### src/pkg/drp_pkg.sv
package drp_pkg;
    // ****************************************
    // Register indices (byte registers, byte address = 4 * index)
    // ****************************************
    localparam logic [11:0] IDX_REF_CONTROL = 12'h440;
    localparam logic [11:0] IDX_BW_LOW = 12'h441;
    localparam logic [11:0] IDX_BW_MID = 12'h442;
    localparam logic [11:0] IDX_FILTER_BW_TOP = 12'h443;
    localparam logic [11:0] IDX_INT_LOW = 12'h444;
    localparam logic [11:0] IDX_INT_MID = 12'h445;
    localparam logic [11:0] IDX_INT_TOP = 12'h446;
    localparam logic [11:0] IDX_NUM_LOW = 12'h447;
    localparam logic [11:0] IDX_NUM_MID = 12'h448;
    localparam logic [11:0] IDX_NUM_HIGH = 12'h449;
    localparam logic [11:0] IDX_MOD_LOW = 12'h44a;
    localparam logic [11:0] IDX_MOD_MID = 12'h44b;
    localparam logic [11:0] IDX_MOD_HIGH = 12'h44c;
    localparam logic [11:0] IDX_STATUS = 12'h44d;
    localparam int NUM_REGS = 14;

    // ****************************************
    // Field positions and reset values
    // ****************************************
    localparam int POS_ENABLE = 0;
    localparam int POS_PRIO_LSB = 1;
    localparam int POS_BW_BIT16 = 0;
    localparam int POS_FILTER_SEL = 1;
    localparam int POS_STAT_ACTIVE = 0;
    localparam int POS_STAT_FRAC_ON = 1;
    localparam int POS_STAT_FILTER = 2;
    localparam logic [7:0] MASK_REF_CONTROL = 8'h07;
    localparam logic [7:0] MASK_FILTER_BW_TOP = 8'h03;
    localparam logic [7:0] MASK_INT_TOP = 8'h03;
    localparam logic [7:0] RESET_BYTE = 8'h00;
    localparam int BW_UNIT_CENTI_HZ = 10;

    typedef enum logic [0:0] {
        DRP_FILTER_NORMAL = 1'b0,
        DRP_FILTER_HIGH_MARGIN = 1'b1
    } drp_filter_t;
endpackage : drp_pkg

### src/pkg/drp_profile_if.sv
`timescale 1ns/1ps
interface drp_profile_if;
    logic [16:0] bw_factor;
    drp_pkg::drp_filter_t filter_sel;
    logic [17:0] int_minus_one;
    logic [23:0] numerator;
    logic [23:0] modulus;
    logic [1:0] priority_code;
    logic ref_enable;

    modport source (
        output bw_factor, filter_sel, int_minus_one, numerator, modulus,
        output priority_code, ref_enable
    );
    modport sink (
        input bw_factor, filter_sel, int_minus_one, numerator, modulus,
        input priority_code, ref_enable
    );
endinterface : drp_profile_if

### src/logic/drp_profile_top.sv
`timescale 1ns/1ps
module drp_profile_top (
    input wire logic clk_sys,
    input wire logic reset_n,
    input wire logic psel,
    input wire logic penable,
    input wire logic pwrite,
    input wire logic [13:0] paddr,
    input wire logic [31:0] pwdata,
    input wire logic [3:0] pstrb,
    output logic [31:0] prdata,
    output logic pready,
    output logic pslverr,
    input wire logic ref_a_selected,
    output logic ref_a_enabled,
    output logic [1:0] ref_a_priority,
    output logic loop_profile_valid,
    output logic [16:0] loop_bw_factor,
    output logic loop_filter_high_margin,
    output logic [18:0] loop_int_ratio,
    output logic [23:0] loop_frac_numerator,
    output logic [23:0] loop_frac_modulus,
    output logic loop_frac_enable
);
    // ****************************************
    // Register bank
    // ****************************************
    drp_profile_if prof ();
    logic [18:0] int_ratio;
    logic frac_on;
    logic [7:0] status_byte;

    typedef struct packed {
        logic valid;
        logic [16:0] bw;
        logic filt;
        logic [18:0] ratio;
        logic [23:0] num;
        logic [23:0] modv;
        logic frac;
    } drp_out_state_t;

    drp_out_state_t st;
    drp_out_state_t next_st;
    logic active;

    always_comb begin
        status_byte = 8'h0;
        status_byte[drp_pkg::POS_STAT_ACTIVE] = st.valid;
        status_byte[drp_pkg::POS_STAT_FRAC_ON] = frac_on;
        status_byte[drp_pkg::POS_STAT_FILTER] = prof.filter_sel;
    end

    drp_apb_regs u_regs (
        .clk_sys(clk_sys),
        .reset_n(reset_n),
        .psel(psel),
        .penable(penable),
        .pwrite(pwrite),
        .paddr(paddr),
        .pwdata(pwdata),
        .pstrb(pstrb),
        .prdata(prdata),
        .pready(pready),
        .pslverr(pslverr),
        .status_byte(status_byte),
        .prof(prof)
    );

    drp_divider u_div (
        .int_minus_one(prof.int_minus_one),
        .modulus(prof.modulus),
        .int_ratio(int_ratio),
        .frac_on(frac_on)
    );

    // ****************************************
    // Profile delivery to loop zero
    // ****************************************
    assign active = ref_a_selected && prof.ref_enable;

    always_comb begin
        next_st = st;
        next_st.valid = active;
        if (active) begin
            next_st.bw = prof.bw_factor;
            next_st.filt = prof.filter_sel == drp_pkg::DRP_FILTER_HIGH_MARGIN;
            next_st.ratio = int_ratio;
            next_st.frac = frac_on;
            next_st.num = frac_on ? prof.numerator : 24'h0;
            next_st.modv = frac_on ? prof.modulus : 24'h0;
        end
        if (!reset_n) begin
            next_st = '0;
        end
    end

    always_ff @(posedge clk_sys) begin
        st <= next_st;
    end

    assign ref_a_enabled = prof.ref_enable;
    assign ref_a_priority = prof.priority_code;
    assign loop_profile_valid = st.valid;
    assign loop_bw_factor = st.bw;
    assign loop_filter_high_margin = st.filt;
    assign loop_int_ratio = st.ratio;
    assign loop_frac_numerator = st.num;
    assign loop_frac_modulus = st.modv;
    assign loop_frac_enable = st.frac;
endmodule : drp_profile_top

### src/logic/drp_apb_regs.sv
`timescale 1ns/1ps
module drp_apb_regs (
    input wire logic clk_sys,
    input wire logic reset_n,
    input wire logic psel,
    input wire logic penable,
    input wire logic pwrite,
    input wire logic [13:0] paddr,
    input wire logic [31:0] pwdata,
    input wire logic [3:0] pstrb,
    output logic [31:0] prdata,
    output logic pready,
    output logic pslverr,
    input wire logic [7:0] status_byte,
    drp_profile_if.source prof
);
    typedef struct packed {
        logic [drp_pkg::NUM_REGS-1:0][7:0] regs;
        logic [31:0] rdata;
    } drp_regs_state_t;

    drp_regs_state_t st;
    drp_regs_state_t next_st;
    logic [11:0] idx;
    logic hit;
    logic [3:0] slot;
    logic [7:0] rd_byte;

    assign idx = paddr[13:2];
    assign hit = (idx >= drp_pkg::IDX_REF_CONTROL) && (idx <= drp_pkg::IDX_STATUS);
    assign slot = 4'(idx - drp_pkg::IDX_REF_CONTROL);

    always_comb begin
        rd_byte = st.regs[slot];
        if (idx == drp_pkg::IDX_STATUS) begin
            rd_byte = status_byte;
        end
    end

    always_comb begin
        next_st = st;
        // Read byte caught in setup so it stands from a flop in access
        next_st.rdata = 32'h0;
        if (psel && !penable && hit && !pwrite) begin
            next_st.rdata = {24'h0, rd_byte};
        end
        if (psel && penable) begin
            if (hit && pwrite && pstrb[0] && idx != drp_pkg::IDX_STATUS) begin
                next_st.regs[slot] = pwdata[7:0];
                // Reserved bits hold zero
                unique case (idx)
                    drp_pkg::IDX_REF_CONTROL:
                        next_st.regs[slot] = pwdata[7:0] & drp_pkg::MASK_REF_CONTROL;
                    drp_pkg::IDX_FILTER_BW_TOP:
                        next_st.regs[slot] = pwdata[7:0] & drp_pkg::MASK_FILTER_BW_TOP;
                    drp_pkg::IDX_INT_TOP:
                        next_st.regs[slot] = pwdata[7:0] & drp_pkg::MASK_INT_TOP;
                    default: ;
                endcase
            end
        end
        if (!reset_n) begin
            next_st.regs = '0;
            next_st.rdata = 32'h0;
        end
    end

    always_ff @(posedge clk_sys) begin
        st <= next_st;
    end

    assign pready = 1'b1;
    assign prdata = st.rdata;
    always_comb begin
        pslverr = 1'b0;
        if (psel && penable) begin
            pslverr = !hit;
        end
    end

    // ****************************************
    // Field decode
    // ****************************************
    assign prof.bw_factor = {st.regs[3][drp_pkg::POS_BW_BIT16], st.regs[2], st.regs[1]};
    assign prof.filter_sel = drp_pkg::drp_filter_t'(st.regs[3][drp_pkg::POS_FILTER_SEL]);
    assign prof.int_minus_one = {st.regs[6][1:0], st.regs[5], st.regs[4]};
    assign prof.numerator = {st.regs[9], st.regs[8], st.regs[7]};
    assign prof.modulus = {st.regs[12], st.regs[11], st.regs[10]};
    assign prof.priority_code = st.regs[0][drp_pkg::POS_PRIO_LSB +: 2];
    assign prof.ref_enable = st.regs[0][drp_pkg::POS_ENABLE];
endmodule : drp_apb_regs

### src/logic/drp_divider.sv
`timescale 1ns/1ps
module drp_divider (
    input wire logic [17:0] int_minus_one,
    input wire logic [23:0] modulus,
    output logic [18:0] int_ratio,
    output logic frac_on
);
    assign int_ratio = 19'(int_minus_one) + 19'h1;
    assign frac_on = modulus != 24'h0;
endmodule : drp_divider

### config.mk
export PLATFORM = sky130hd
export DESIGN_NAME = drp_profile_top
export DESIGN_NICKNAME = d
export VERILOG_FILES = /design/src/pkg/drp_pkg.sv /design/src/pkg/drp_profile_if.sv /design/src/logic/drp_profile_top.sv /design/src/logic/drp_apb_regs.sv /design/src/logic/drp_divider.sv
export SDC_FILE = /design/constraint.sdc
export NUM_CORES = 1
export LEC_CHECK = 0
export BUFFER_PORTS_ARGS = -buffer_cell sky130_fd_sc_hd__clkbuf_2
export CORE_MARGIN = 2
export CORE_UTILIZATION = 55
export DETAILED_ROUTE_END_ITERATION = 6
export PLACE_DENSITY = 0.78
export SLEW_MARGIN = 0
export SYNTH_ARGS = -nofsm -noshare
export SYNTH_HDL_FRONTEND = slang
export SYNTH_SLANG_ARGS = --single-unit
### constraint.sdc
create_clock -name clk_sys -period 2.3 [get_ports clk_sys]
set_clock_uncertainty 0.15 [all_clocks]
set_input_delay 0.115 -clock clk_sys [delete_from_list [all_inputs] [get_ports clk_sys]]
set_output_delay 0.115 -clock clk_sys [all_outputs]
set_load 0.02 [all_outputs]
* After elaboration in Yosys (flattened, before gate mapping)
Index checks and enable logic that the tools add are counted.
** Word-level totals
- Register bits :: 231
- Output and inout bits :: 124
** Operators by class
- Eq/ne operators :: 5
- Reductions and logical operators :: 18
- Add/subtract/negate cells :: 2
- Muxes and demuxes :: 12
- $lt $le $gt $ge :: 4
- Bitwise logic cells :: 2
** Operators with widths (number)
- $bwmux 112 :: 3
- $pmux 112 s2 :: 1
- $eq 12x11->1 const B :: 4
- $mux 24 :: 2
- $bmux 8 s4 :: 1
- $demux 8 s4 :: 1
- $reduce_bool 24->1 :: 1
- $add 18x1->19 const B :: 1
- $mux 8 :: 2
- $ge 12x11->1 const B :: 1
- $le 12x11->1 const B :: 1
- $ne 12x11->1 const B :: 1
- $logic_and 1x1->1 :: 10
- $lt 4x5->1 const B :: 1
- $ge 4x1->1 const B :: 1
- $reduce_and 2->1 :: 2
- $sub 4x1->4 const B :: 1
- $logic_not 1->1 :: 3
- $mux 3 :: 1
- $reduce_or 3->1 :: 1
- $not 1->1 :: 2
- $reduce_or 2->1 :: 1
- $mux 1 :: 1

* Logic depth before layout (Yosys ltp)
Gate-level depths: netlist (run 1).
- Depth in word-level cells :: 8
- Depth in mapped cells :: 7
- Gate-level depth less buffers :: 5

* Modules after synthesis
A second synthesis (run 1) with hierarchy kept.
** Unflattened totals
- Cell total of the unflattened synthesis :: 1065
- Area, all modules :: 10661.5 µm²
** Modules (own cells, without submodules)
- drp_apb_regs :: cells an instance 609, instances 1, area each 6352.3 µm², seq. area each 2402.3 µm²
- drp_profile_top :: cells an instance 400, instances 1, area each 3916.3 µm², seq. area each 1741.7 µm²
- drp_divider :: cells an instance 56, instances 1, area each 392.9 µm², seq. area each 0.0 µm²

* Least setup slack after synthesis (run 1)
Ideal clock, no wire load.
- Kind :: input to register
- From :: in paddr[2]
- To :: reg u_regs.st, in the netlist u_regs.prof.int_minus_one[7]
- Arrival :: 1.659 ns
- Stages :: 7
- Setup slack :: 0.364 ns
- Cell sequence :: buf_2 -> buf_2 -> buf_2 -> nor4b_1 -> nand4_1 -> mux2i_1 -> nor2_1
** On the way
- Longest elaborated chain between the ends :: 8
- Elaborated cells between the ends (all ways) :: 22
- Those cells by class :: add/sub: 1; order compare: 4; eq/ne: 4; mux: 6; reduce/logical: 7
** RTL lines
- from (decl) :: RTL line drp_profile_top.sv:8 : input wire logic [13:0] paddr,
- $sub 4x1->4 :: RTL line drp_apb_regs.sv:31 : assign slot = 4'(idx - drp_pkg::IDX_REF_CONTROL);
- $lt 4x5->1 (not written as such) / $ge 4x1->1 (equally long branches)
- $logic_and 1x1->1 (not written as such)
- $mux 8 (not written as such)
- $demux 8 s4
- $bwmux 112 :: RTL line drp_apb_regs.sv:49 : next_st.regs[slot] = pwdata[7:0];
- $bwmux 112 (on tied branches) :: RTL line drp_apb_regs.sv:55, drp_apb_regs.sv:57, drp_apb_regs.sv:53
- $pmux 112 s2 :: RTL line drp_apb_regs.sv:51 : unique case (idx)
- to (signal assigned) :: RTL line drp_apb_regs.sv:69 : st <= next_st;
- to (decl) :: RTL line drp_apb_regs.sv:22 : drp_regs_state_t st;
Several ways; a longest one is shown, not always the timed one.
A chain may end at the register's enable or synchronous reset.

==> results of run 1 <==
-- final cells by class --
| cell class | count | share of cell area [%] |
|---|---|---|
| Sequential cell | 202 | 39.6 |
| Clock buffer | 27 | 5.76 |
| Antenna cell | 1 | 0.0245 |
| Timing Repair Buffer | 168 | 9.81 |
| Inverter | 9 | 0.356 |
| Clock inverter | 9 | 0.724 |
| Tap cell | 216 | 2.65 |
| Multi-Input combinational cell | 637 | 41.0 |
-- where the power goes --
part           total, mW  internal [mW]  switching [mW]  leakage [nW]
combinational      0.295         0.0807           0.214          2.45
sequential          3.50           3.50       0.0000345          1.63
clock               3.28           1.91            1.36         0.336
-- critical path, stage by stage, from the launching register on --
cell,delay (ns)
dfxtp_1,0.43
ha_1,0.24
nand3_1,0.16
or4_1,0.53
or3_1,0.35
a31oi_1,0.17
-- path summary, 6_finish.rpt --
check                           slack [ns]  depth (start not counted)                     from                         to
worst max-delay path                  0.19                          5                flip-flop         loop_int_ratio[14]
worst min-delay path                  0.03                          3                pwdata[5]  u_regs.prof.bw_factor[13]
worst max register to register        0.19                          5                flip-flop         loop_int_ratio[14]
worst min register to register        0.30                          2  loop_frac_numerator[21]    loop_frac_numerator[21]
-- cell families (layout without fill, tap and decap cells) --
logic type	after synthesis	after routing	synth area share, %
adders and majority gates	1	1	0.144
xor gates and xnor gates	12	12	1.21
AOI/OAI and AO/OA	154	154	10.4
and+or+nand+nor	326	326	17.9
buffers and inverters	118	213	6.76
muxes	119	119	17.1
other	2	26	0.0862
DFF	202	202	46.4
-- layout by cell type (no fill, tap or decap), types with 20 or more instances in the layout --
master / instances
o211ai_1: 25
mux4_2: 23
nor2_1: 99
mux2i_1: 88
dfxtp_1: 202
clkbuf_2: 125
clkbuf_16: 21
buf_4: 34
a21oi_1: 81
nand2_1: 128
conb_1: 25
o21ai_0: 20
-- metrics by stage --
step / cell area, um2 / setup WS [ns]
final: 10200 / 0.189
after global routing: 10200 / 0.0964
after floorplan: 8800 / 0.364
after CTS: 10200 / 0.210
after detailed placement: 9480 / 0.152
after global placement: 9480 / 0.163
-- layer usage --
metal / up-vias / global-route usage (%) / part of all wire, %
li1: 3444 / - / -
met1: 3456 / 36.6 / 42
met2: 338 / 43.5 / 46
met3: 51 / 4.72 / 8.7
met4: 0 / 10.1 / 3.2
met5: - / 0 / 0
==> qor.yml, run 1 <==
yosys:
  ys.flop_type: "dfxtp_1"
  async_flop_share_pct: 0
  yosys_warnings: 0
  yosysTopAreaCellShare_pct: 46.4
  yosys-top-cells-area: "dfxtp_1 46%, mux2i_1 10%, mux4_2 5.9%"
  avgSynthCellArea_um2: 9.33
  synth.most_common_cell: "dfxtp_1"
  yosysUniqueCellTypes: 46
  synth_area_um2: 8720
  netlist_instances: 934
  synth_seq_cells: 202
  yosysSeqAreaShare_pct: 46.4
  synth_edf_count: 0
  synthTopCellsByCount: "202 x dfxtp_1, 129 x nand2_1, 99 x nor2_1"
  yosys.area.top_type: "dfxtp_1"
setup_path:
  cp-start-kind: "flip-flop"
  arrival_ns: 2.38
  crit_type: "reg2reg"
  endpoint_kind: "flip-flop"
  path_max_fanout: 6
  worst_ep_required_time_ns: 2.57
floorplan:
  dieArea_um2: 16900
  fp.coreArea_um2: 15700
  rows: 46
  die_y_um: 130
  start_util_pct: 55.5
  die_w_um: 130
  ios: 180
sta:
  slew_viol_final: 0
  finalSetupViolations: 0
  hold_slack_ns: 0.0277
  finalCriticalPeriod_ns: 2.11
  rsz0062_at_grt: "false"
  hold_viol: 0
  tightest_slew_ns: 0.557
  tns_ns: 0
  fmax_mhz: 474
  period_share_pct: 91.8
  relSlewSlack_pct: 62.9
detailed_routing:
  wl_mm: 23.2
  num_vias: 7289
  antenna_left: 0
  drtIter0Drc: 649
  drt_pass1_iterations: 5
  via_per_inst: 5.74
  wl_per_cell_um: 18.3
  drc: 0
clock_network:
  cts_made_buffers: 21
  cts_resized: 0
  cts_tree: "built"
  worstSkewPairLatency_ns: 0.49
  ctsHoldBuffers: 6
  cts_root_buf: "clkbuf_16"
  clock_tree.buffer_depth: 3
  post_cts_buffers: 0
  cts_htree_levels: 1
  cts.sinks: 202
  clkTransAtPathRegs_ns: 0.06
power_and_ir_drop:
  max-vdd-ir-drop_uv: 572
  total_power_mw: 7.07
  leakage_nw: 4.41
  cellPowerDensity_nw_per_um2: 693
layout:
  area_delta_synth_final_pct: 17.0
  seqCellArea_um2: 4040
  nets: 1096
  drive_above_1_share_pct: 22.6
  nFillCells: 1291
  final_core_util_pct: 64.9
  layoutNonFillerInstCount: 1269
  multi_input_area_um2: 4190
global_routing:
  first_global_vias: 6580
  grt_pass1_wl_mm: 35.6
  grt_start_max_net_pins: 105
  grt_usage_pct: 27.0
  antenna_found_initial: 1
  overflow: 0
worst_hold_path:
  hp-class: "in2reg"
placed_design:
  port_buffers: 125
  place_hpwl_mm: 16.0
  place_congestion: 0.946
  dp.cells: 1226
run:
  maxCapViolCount: 0
outcome:
  status: "finished clean"
Power figures use the tool's default switching activity.
==> inputs of run 2 (changes only) <==
Settings changed: PLACE_DENSITY 0.78 to 0.82.
==> qor.yml, run 2 (synthesis gave the netlist of run 1 again) <==
power_and_ir_drop:
  max-vdd-ir-drop_uv: 499  # was 572 uV
  leakage_nw: 4.42  # was 4.41 nW
  cellPowerDensity_nw_per_um2: 683  # was 693 nW/um2
outcome:
  status: "finished clean"  # unchanged
global_routing:
  antenna_found_initial: 0  # was 1
  grt_usage_pct: 27.7  # was 27.0%
  met1_usage_pct: 39.2  # was 36.6%
  use_met3_pct: 4.26  # was 4.72%
  grt-busiest-layer: "met2"  # unchanged
  grt_pass1_wl_mm: 36.7  # was 35.6 mm
  use_met2_pct: 43.1  # was 43.5%
  overflow: 0  # unchanged
  grt_start_max_net_pins: 105  # unchanged
  first_global_vias: 6753  # was 6580
floorplan:
  fp.coreArea_um2: 15700  # unchanged
  dieArea_um2: 16900  # unchanged
  ios: 180  # unchanged
  rows: 46  # unchanged
  die_y_um: 130  # unchanged
  start_util_pct: 55.5  # unchanged
  die_w_um: 130  # unchanged
sta:
  finalCriticalPeriod_ns: 2.15  # was 2.11 ns
  fmax_mhz: 464  # was 474 MHz
  rsz0062_at_grt: "false"  # unchanged
  period_share_pct: 93.6  # was 91.8%
  hold_viol: 0  # unchanged
  slew_viol_final: 0  # unchanged
  relSlewSlack_pct: 57.6  # was 62.9%
  finalSetupViolations: 0  # unchanged
  tightest_slew_ns: 0.637  # was 0.557 ns
  tns_ns: 0  # unchanged
clock_network:
  cts_root_buf: "clkbuf_16"  # unchanged
  clkTransAtPathRegs_ns: 0.06  # about the same
  cts.sinks: 202  # unchanged
  clock_tree.buffer_depth: 3  # unchanged
  cts_tree: "built"  # unchanged
  cts_resized: 0  # unchanged
  worstSkewPairLatency_ns: 0.49  # about the same
  ctsHoldBuffers: 9  # was 6
  post_cts_buffers: 0  # unchanged
  cts_htree_levels: 1  # unchanged
  cts_made_buffers: 20  # was 21
detailed_routing:
  drt_pass1_iterations: 5  # unchanged
  drc: 0  # unchanged
  wl_per_cell_um: 18.5  # was 18.3 um
  via_per_inst: 5.77  # was 5.74
  antenna_left: 0  # unchanged
  drtIter0Drc: 673  # was 649
  num_vias: 7316  # was 7289
  wl_mm: 23.5  # was 23.2 mm
setup_path:
  arrival_ns: 2.41  # was 2.38 ns
  cp-start-kind: "flip-flop"  # unchanged
  path_max_fanout: 6  # unchanged
  slowest_delay_ns: 0.54  # was 0.53 ns
  critical_path_buf_inv_count: 0  # unchanged
  endpoint_kind: "flip-flop"  # unchanged
  crit_family: "simple AND/OR/NAND/NOR gates"  # unchanged
  crit_chain: "ha_1, nand3_1, or4_1, or3_1, a31oi_1"  # unchanged
  worst_ep_required_time_ns: 2.56  # was 2.57 ns
  crit_type: "reg2reg"  # unchanged
  crit_slowest_cell: "or4_1"  # unchanged
run:
  maxCapViolCount: 0  # unchanged
placed_design:
  place_hpwl_mm: 16.0  # about the same
  port_buffers: 125  # unchanged
  place_congestion: 0.936  # was 0.946
layout:
  area_delta_synth_final_pct: 17.5  # was 17.0%
  nets: 1098  # was 1096
  mostFrequentLayoutCell: "dfxtp_1"  # unchanged
  layout_common_cells: "202 x dfxtp_1, 128 x nand2_1, 125 x clkbuf_2"  # unchanged
  antenna_cells: 0  # was 1
  drive_above_1_share_pct: 22.1  # was 22.6%
  final_core_util_pct: 65.2  # was 64.9%
worst_hold_path:
  hp-class: "in2reg"  # unchanged
==> run 2: layout make-up <==
type,count,area (um2)
clock inverters,5,52.6
well taps,216,270
multi-input cells,637,4190
inverters,9,36.3
fillers,1281,5470
repair buffers,171,1070
clock buffers,28,582
flip-flops and latches,202,4040
==> run 2: routing by layer <==
metal  part of all wire, %  up-vias
met5                     0        -
met4                   3.4        0
met3                   8.9       71
met2                    45      358
met1                    43     3444
li1                      -     3443
==> run 2: worst paths after layout <==
path,startpoint,end,slack (ns),depth (start not counted)
max,flip-flop,loop_int_ratio[14],0.15,5
min,reset_n,loop_int_ratio[18],0.02,3
max reg2reg,flip-flop,loop_int_ratio[14],0.15,5
min reg2reg,loop_bw_factor[4],loop_bw_factor[4],0.30,2
==> run 2: per-stage QoR <==
step	hold slack [ns]	setup WS (ns)	std cells	instance area [um2]	power, mW
2_1_floorplan	0.112	0.364	957	8800	3.80
3_3_place_gp	0.270	0.121	1226	9510	3.87
3_5_place_dp	0.268	0.120	1226	9510	3.87
4_1_cts	0.0000737	0.171	1268	10200	7.02
5_1_grt	0.0243	0.0780	1268	10200	7.18
6_report	0.0231	0.147	1268	10200	6.99
==> run 2: tightest hold or removal path, delay by kind of cell <==
family | cells | cell delay, ns
AOI/OAI and AO/OA | 1 | 0.15
buffers and inverters | 2 | 0.32
==> run 2: power breakdown <==
group | internal [mW] | switching, mW | total [mW]
logic | 0.0939 | 0.220 | 0.314
clock network | 1.87 | 1.31 | 3.18
registers | 3.50 | 0.0000332 | 3.50
total | 5.46 | 1.53 | 6.99
==> inputs of run 3 (changes only) <==
Clock period 2.3 ns to 2 ns, I/O delays scaled along.
==> qor.yml, run 3 (synthesis gave the netlist of run 1 again) <==
outcome:
  status: "finished clean"  # unchanged
placed_design:
  placed_cell_area_um2: 9720  # was 9510 um2
  place_congestion: 0.909  # was 0.936
  place_hpwl_mm: 16.7  # was 16.0 mm
  port_buffers: 125  # unchanged
  dp.cells: 1254  # was 1226
  pre_cts_ws_ns: -0.0368  # was 0.120 ns
sta:
  finalWorstSetupSlack_ns: 0.0618  # was 0.147 ns
  finalSetupViolations: 0  # unchanged
  tightest_slew_ns: 0.577  # was 0.637 ns
  period_share_pct: 96.9  # was 93.6%
  finalCriticalPeriod_ns: 1.94  # was 2.15 ns
  slew_viol_final: 0  # unchanged
  fmax_mhz: 516  # was 464 MHz
  hold_viol: 0  # unchanged
  relSlewSlack_pct: 61.5  # was 57.6%
  rsz0062_at_grt: "false"  # unchanged
  tns_ns: 0  # unchanged
power_and_ir_drop:
  cellPowerDensity_nw_per_um2: 775  # was 683 nW/um2
  leakage_nw: 4.58  # was 4.42 nW
  total_power_mw: 8.13  # was 6.99 mW
  max-vdd-ir-drop_uv: 588  # was 499 uV
clock_network:
  cts.sinks: 202  # unchanged
  cts_tree: "built"  # unchanged
  post_cts_buffers: 0  # unchanged
  cts_made_buffers: 21  # was 20
  clock_tree.buffer_depth: 3  # unchanged
  clkTransAtPathRegs_ns: 0.06  # about the same
  worstSkewPairLatency_ns: 0.49  # about the same
  cts_root_buf: "clkbuf_16"  # unchanged
  cts_htree_levels: 1  # unchanged
worst_hold_path:
  hp-class: "in2reg"  # unchanged
  hold_depth: 4  # was 3
  min_to: "loop_frac_numerator[5]"  # was loop_int_ratio[18]
  hold_start: "ref_a_selected"  # was reset_n
setup_path:
  worst_ep_required_time_ns: 2.27  # was 2.56 ns
  slowest_delay_ns: 0.52  # was 0.54 ns
  endpoint_kind: "flip-flop"  # unchanged
  r2r_setup_slack_ns: 0.06  # was 0.15 ns
  crit_chain: "ha_1, nand3_1, or4_1, or3_1, a31oi_1"  # unchanged
  crit_family: "simple AND/OR/NAND/NOR gates"  # unchanged
  path_max_fanout: 5  # was 6
  r2r_cells: 5  # unchanged
  crit_slowest_cell: "or4_1"  # unchanged
  critical_path_buf_inv_count: 0  # unchanged
  crit_type: "reg2reg"  # unchanged
  arrival_ns: 2.21  # was 2.41 ns
  reg2reg_to: "loop_int_ratio[14]"  # unchanged
  cp-start-kind: "flip-flop"  # unchanged
floorplan:
  rows: 46  # unchanged
  start_util_pct: 55.5  # unchanged
  die_y_um: 130  # unchanged
  ios: 180  # unchanged
  die_w_um: 130  # unchanged
  dieArea_um2: 16900  # unchanged
  fp.coreArea_um2: 15700  # unchanged
layout:
  drive_above_1_share_pct: 24.9  # was 22.1%
  nets: 1127  # was 1098
  layoutNonFillerInstCount: 1299  # was 1268
  layout_common_cells: "201 x dfxtp_1, 128 x nand2_1, 125 x clkbuf_2"  # was 202 x dfxtp_1, 128 x nand2_1, 125 x clkbuf_2
  area_delta_synth_final_pct: 20.3  # was 17.5%
  fin_area_um2: 10500  # was 10200 um2
  mostFrequentLayoutCell: "dfxtp_1"  # unchanged
  antenna_cells: 0  # unchanged
detailed_routing:
  drc: 0  # unchanged
  antenna_left: 0  # unchanged
  drtIter0Drc: 671  # was 673
  drt_pass1_iterations: 5  # unchanged
  wl_per_cell_um: 18.3  # was 18.5 um
  num_vias: 7425  # was 7316
  wl_mm: 23.8  # was 23.5 mm
  via_per_inst: 5.72  # was 5.77
run:
  maxCapViolCount: 0  # unchanged
global_routing:
  antenna_found_initial: 0  # unchanged
  grt_start_max_net_pins: 74  # was 105
  overflow: 0  # unchanged
  grt_pass1_wl_mm: 36.6  # was 36.7 mm
  first_global_vias: 6752  # was 6753
  grt_usage_pct: 27.7  # about the same
==> run 3: report_power, final <==
group	internal (mW)	total, mW	leakage [nW]	switching, mW
Sequential	4.02	4.02	1.63	0.0000403
Clock	2.17	3.73	0.341	1.56
Combinational	0.118	0.375	2.62	0.256
==> run 3: per-stage QoR <==
step,hold slack [ns],utilization [%]
2_1_floorplan,0.0972,-
3_3_place_gp,0.263,61.9
3_5_place_dp,0.259,61.9
4_1_cts,0.000929,66.7
5_1_grt,0.0157,66.7
6_report,0.00656,66.7
==> run 3: layout make-up <==
cell class	instances	area, um2
fill	1283	5230
inverter	9	36.3
timing repair buffer	199	1280
multi-input combinational	637	4190
sequential	202	4050
tap	216	270
clock inverter	8	43.8
clock buffer	28	622
==> run 3: worst max-delay path by stage <==
stage | slack (ns) | depth (start not counted) | from | to
global route | 0.02 | 4 | u_regs.prof.int_minus_one[10] | loop_int_ratio[14]
finish | 0.06 | 5 | flip-flop | loop_int_ratio[14]
detailed placement | -0.04 | 7 | paddr[11] | u_regs.prof.numerator[6]
global placement | 0.02 | 7 | paddr[11] | flip-flop
floorplan | 0.08 | 7 | paddr[2] | u_regs.prof.int_minus_one[7]
CTS | 0.01 | 5 | flip-flop | loop_int_ratio[14]
==> run 3: metal layers <==
metal  up-vias  GRT usage (%)  wire, um
li1       3493              -         -
met1      3532           38.9     10100
met2       336           43.5     10900
met3        64           3.69      1950
met4         0           11.4       873
met5         -              0         0
==> run 3: worst reg2reg max path: stages (launching register included) <==
cell and delay [ns]:
dfxtp_2 0.38, ha_1 0.19, nand3_1 0.12, or4_1 0.52, or3_1 0.35, a31oi_1 0.16
==> run 3: repair_timing <==
| action | in CTS | in global routing |
|---|---|---|
| endpoints found under the setup margin | 0 | 4 |
| gates resized for setup | 0 | 2 |
| hold buffers | 9 | 0 |
| hold endpoints to repair | 45 | 0 |
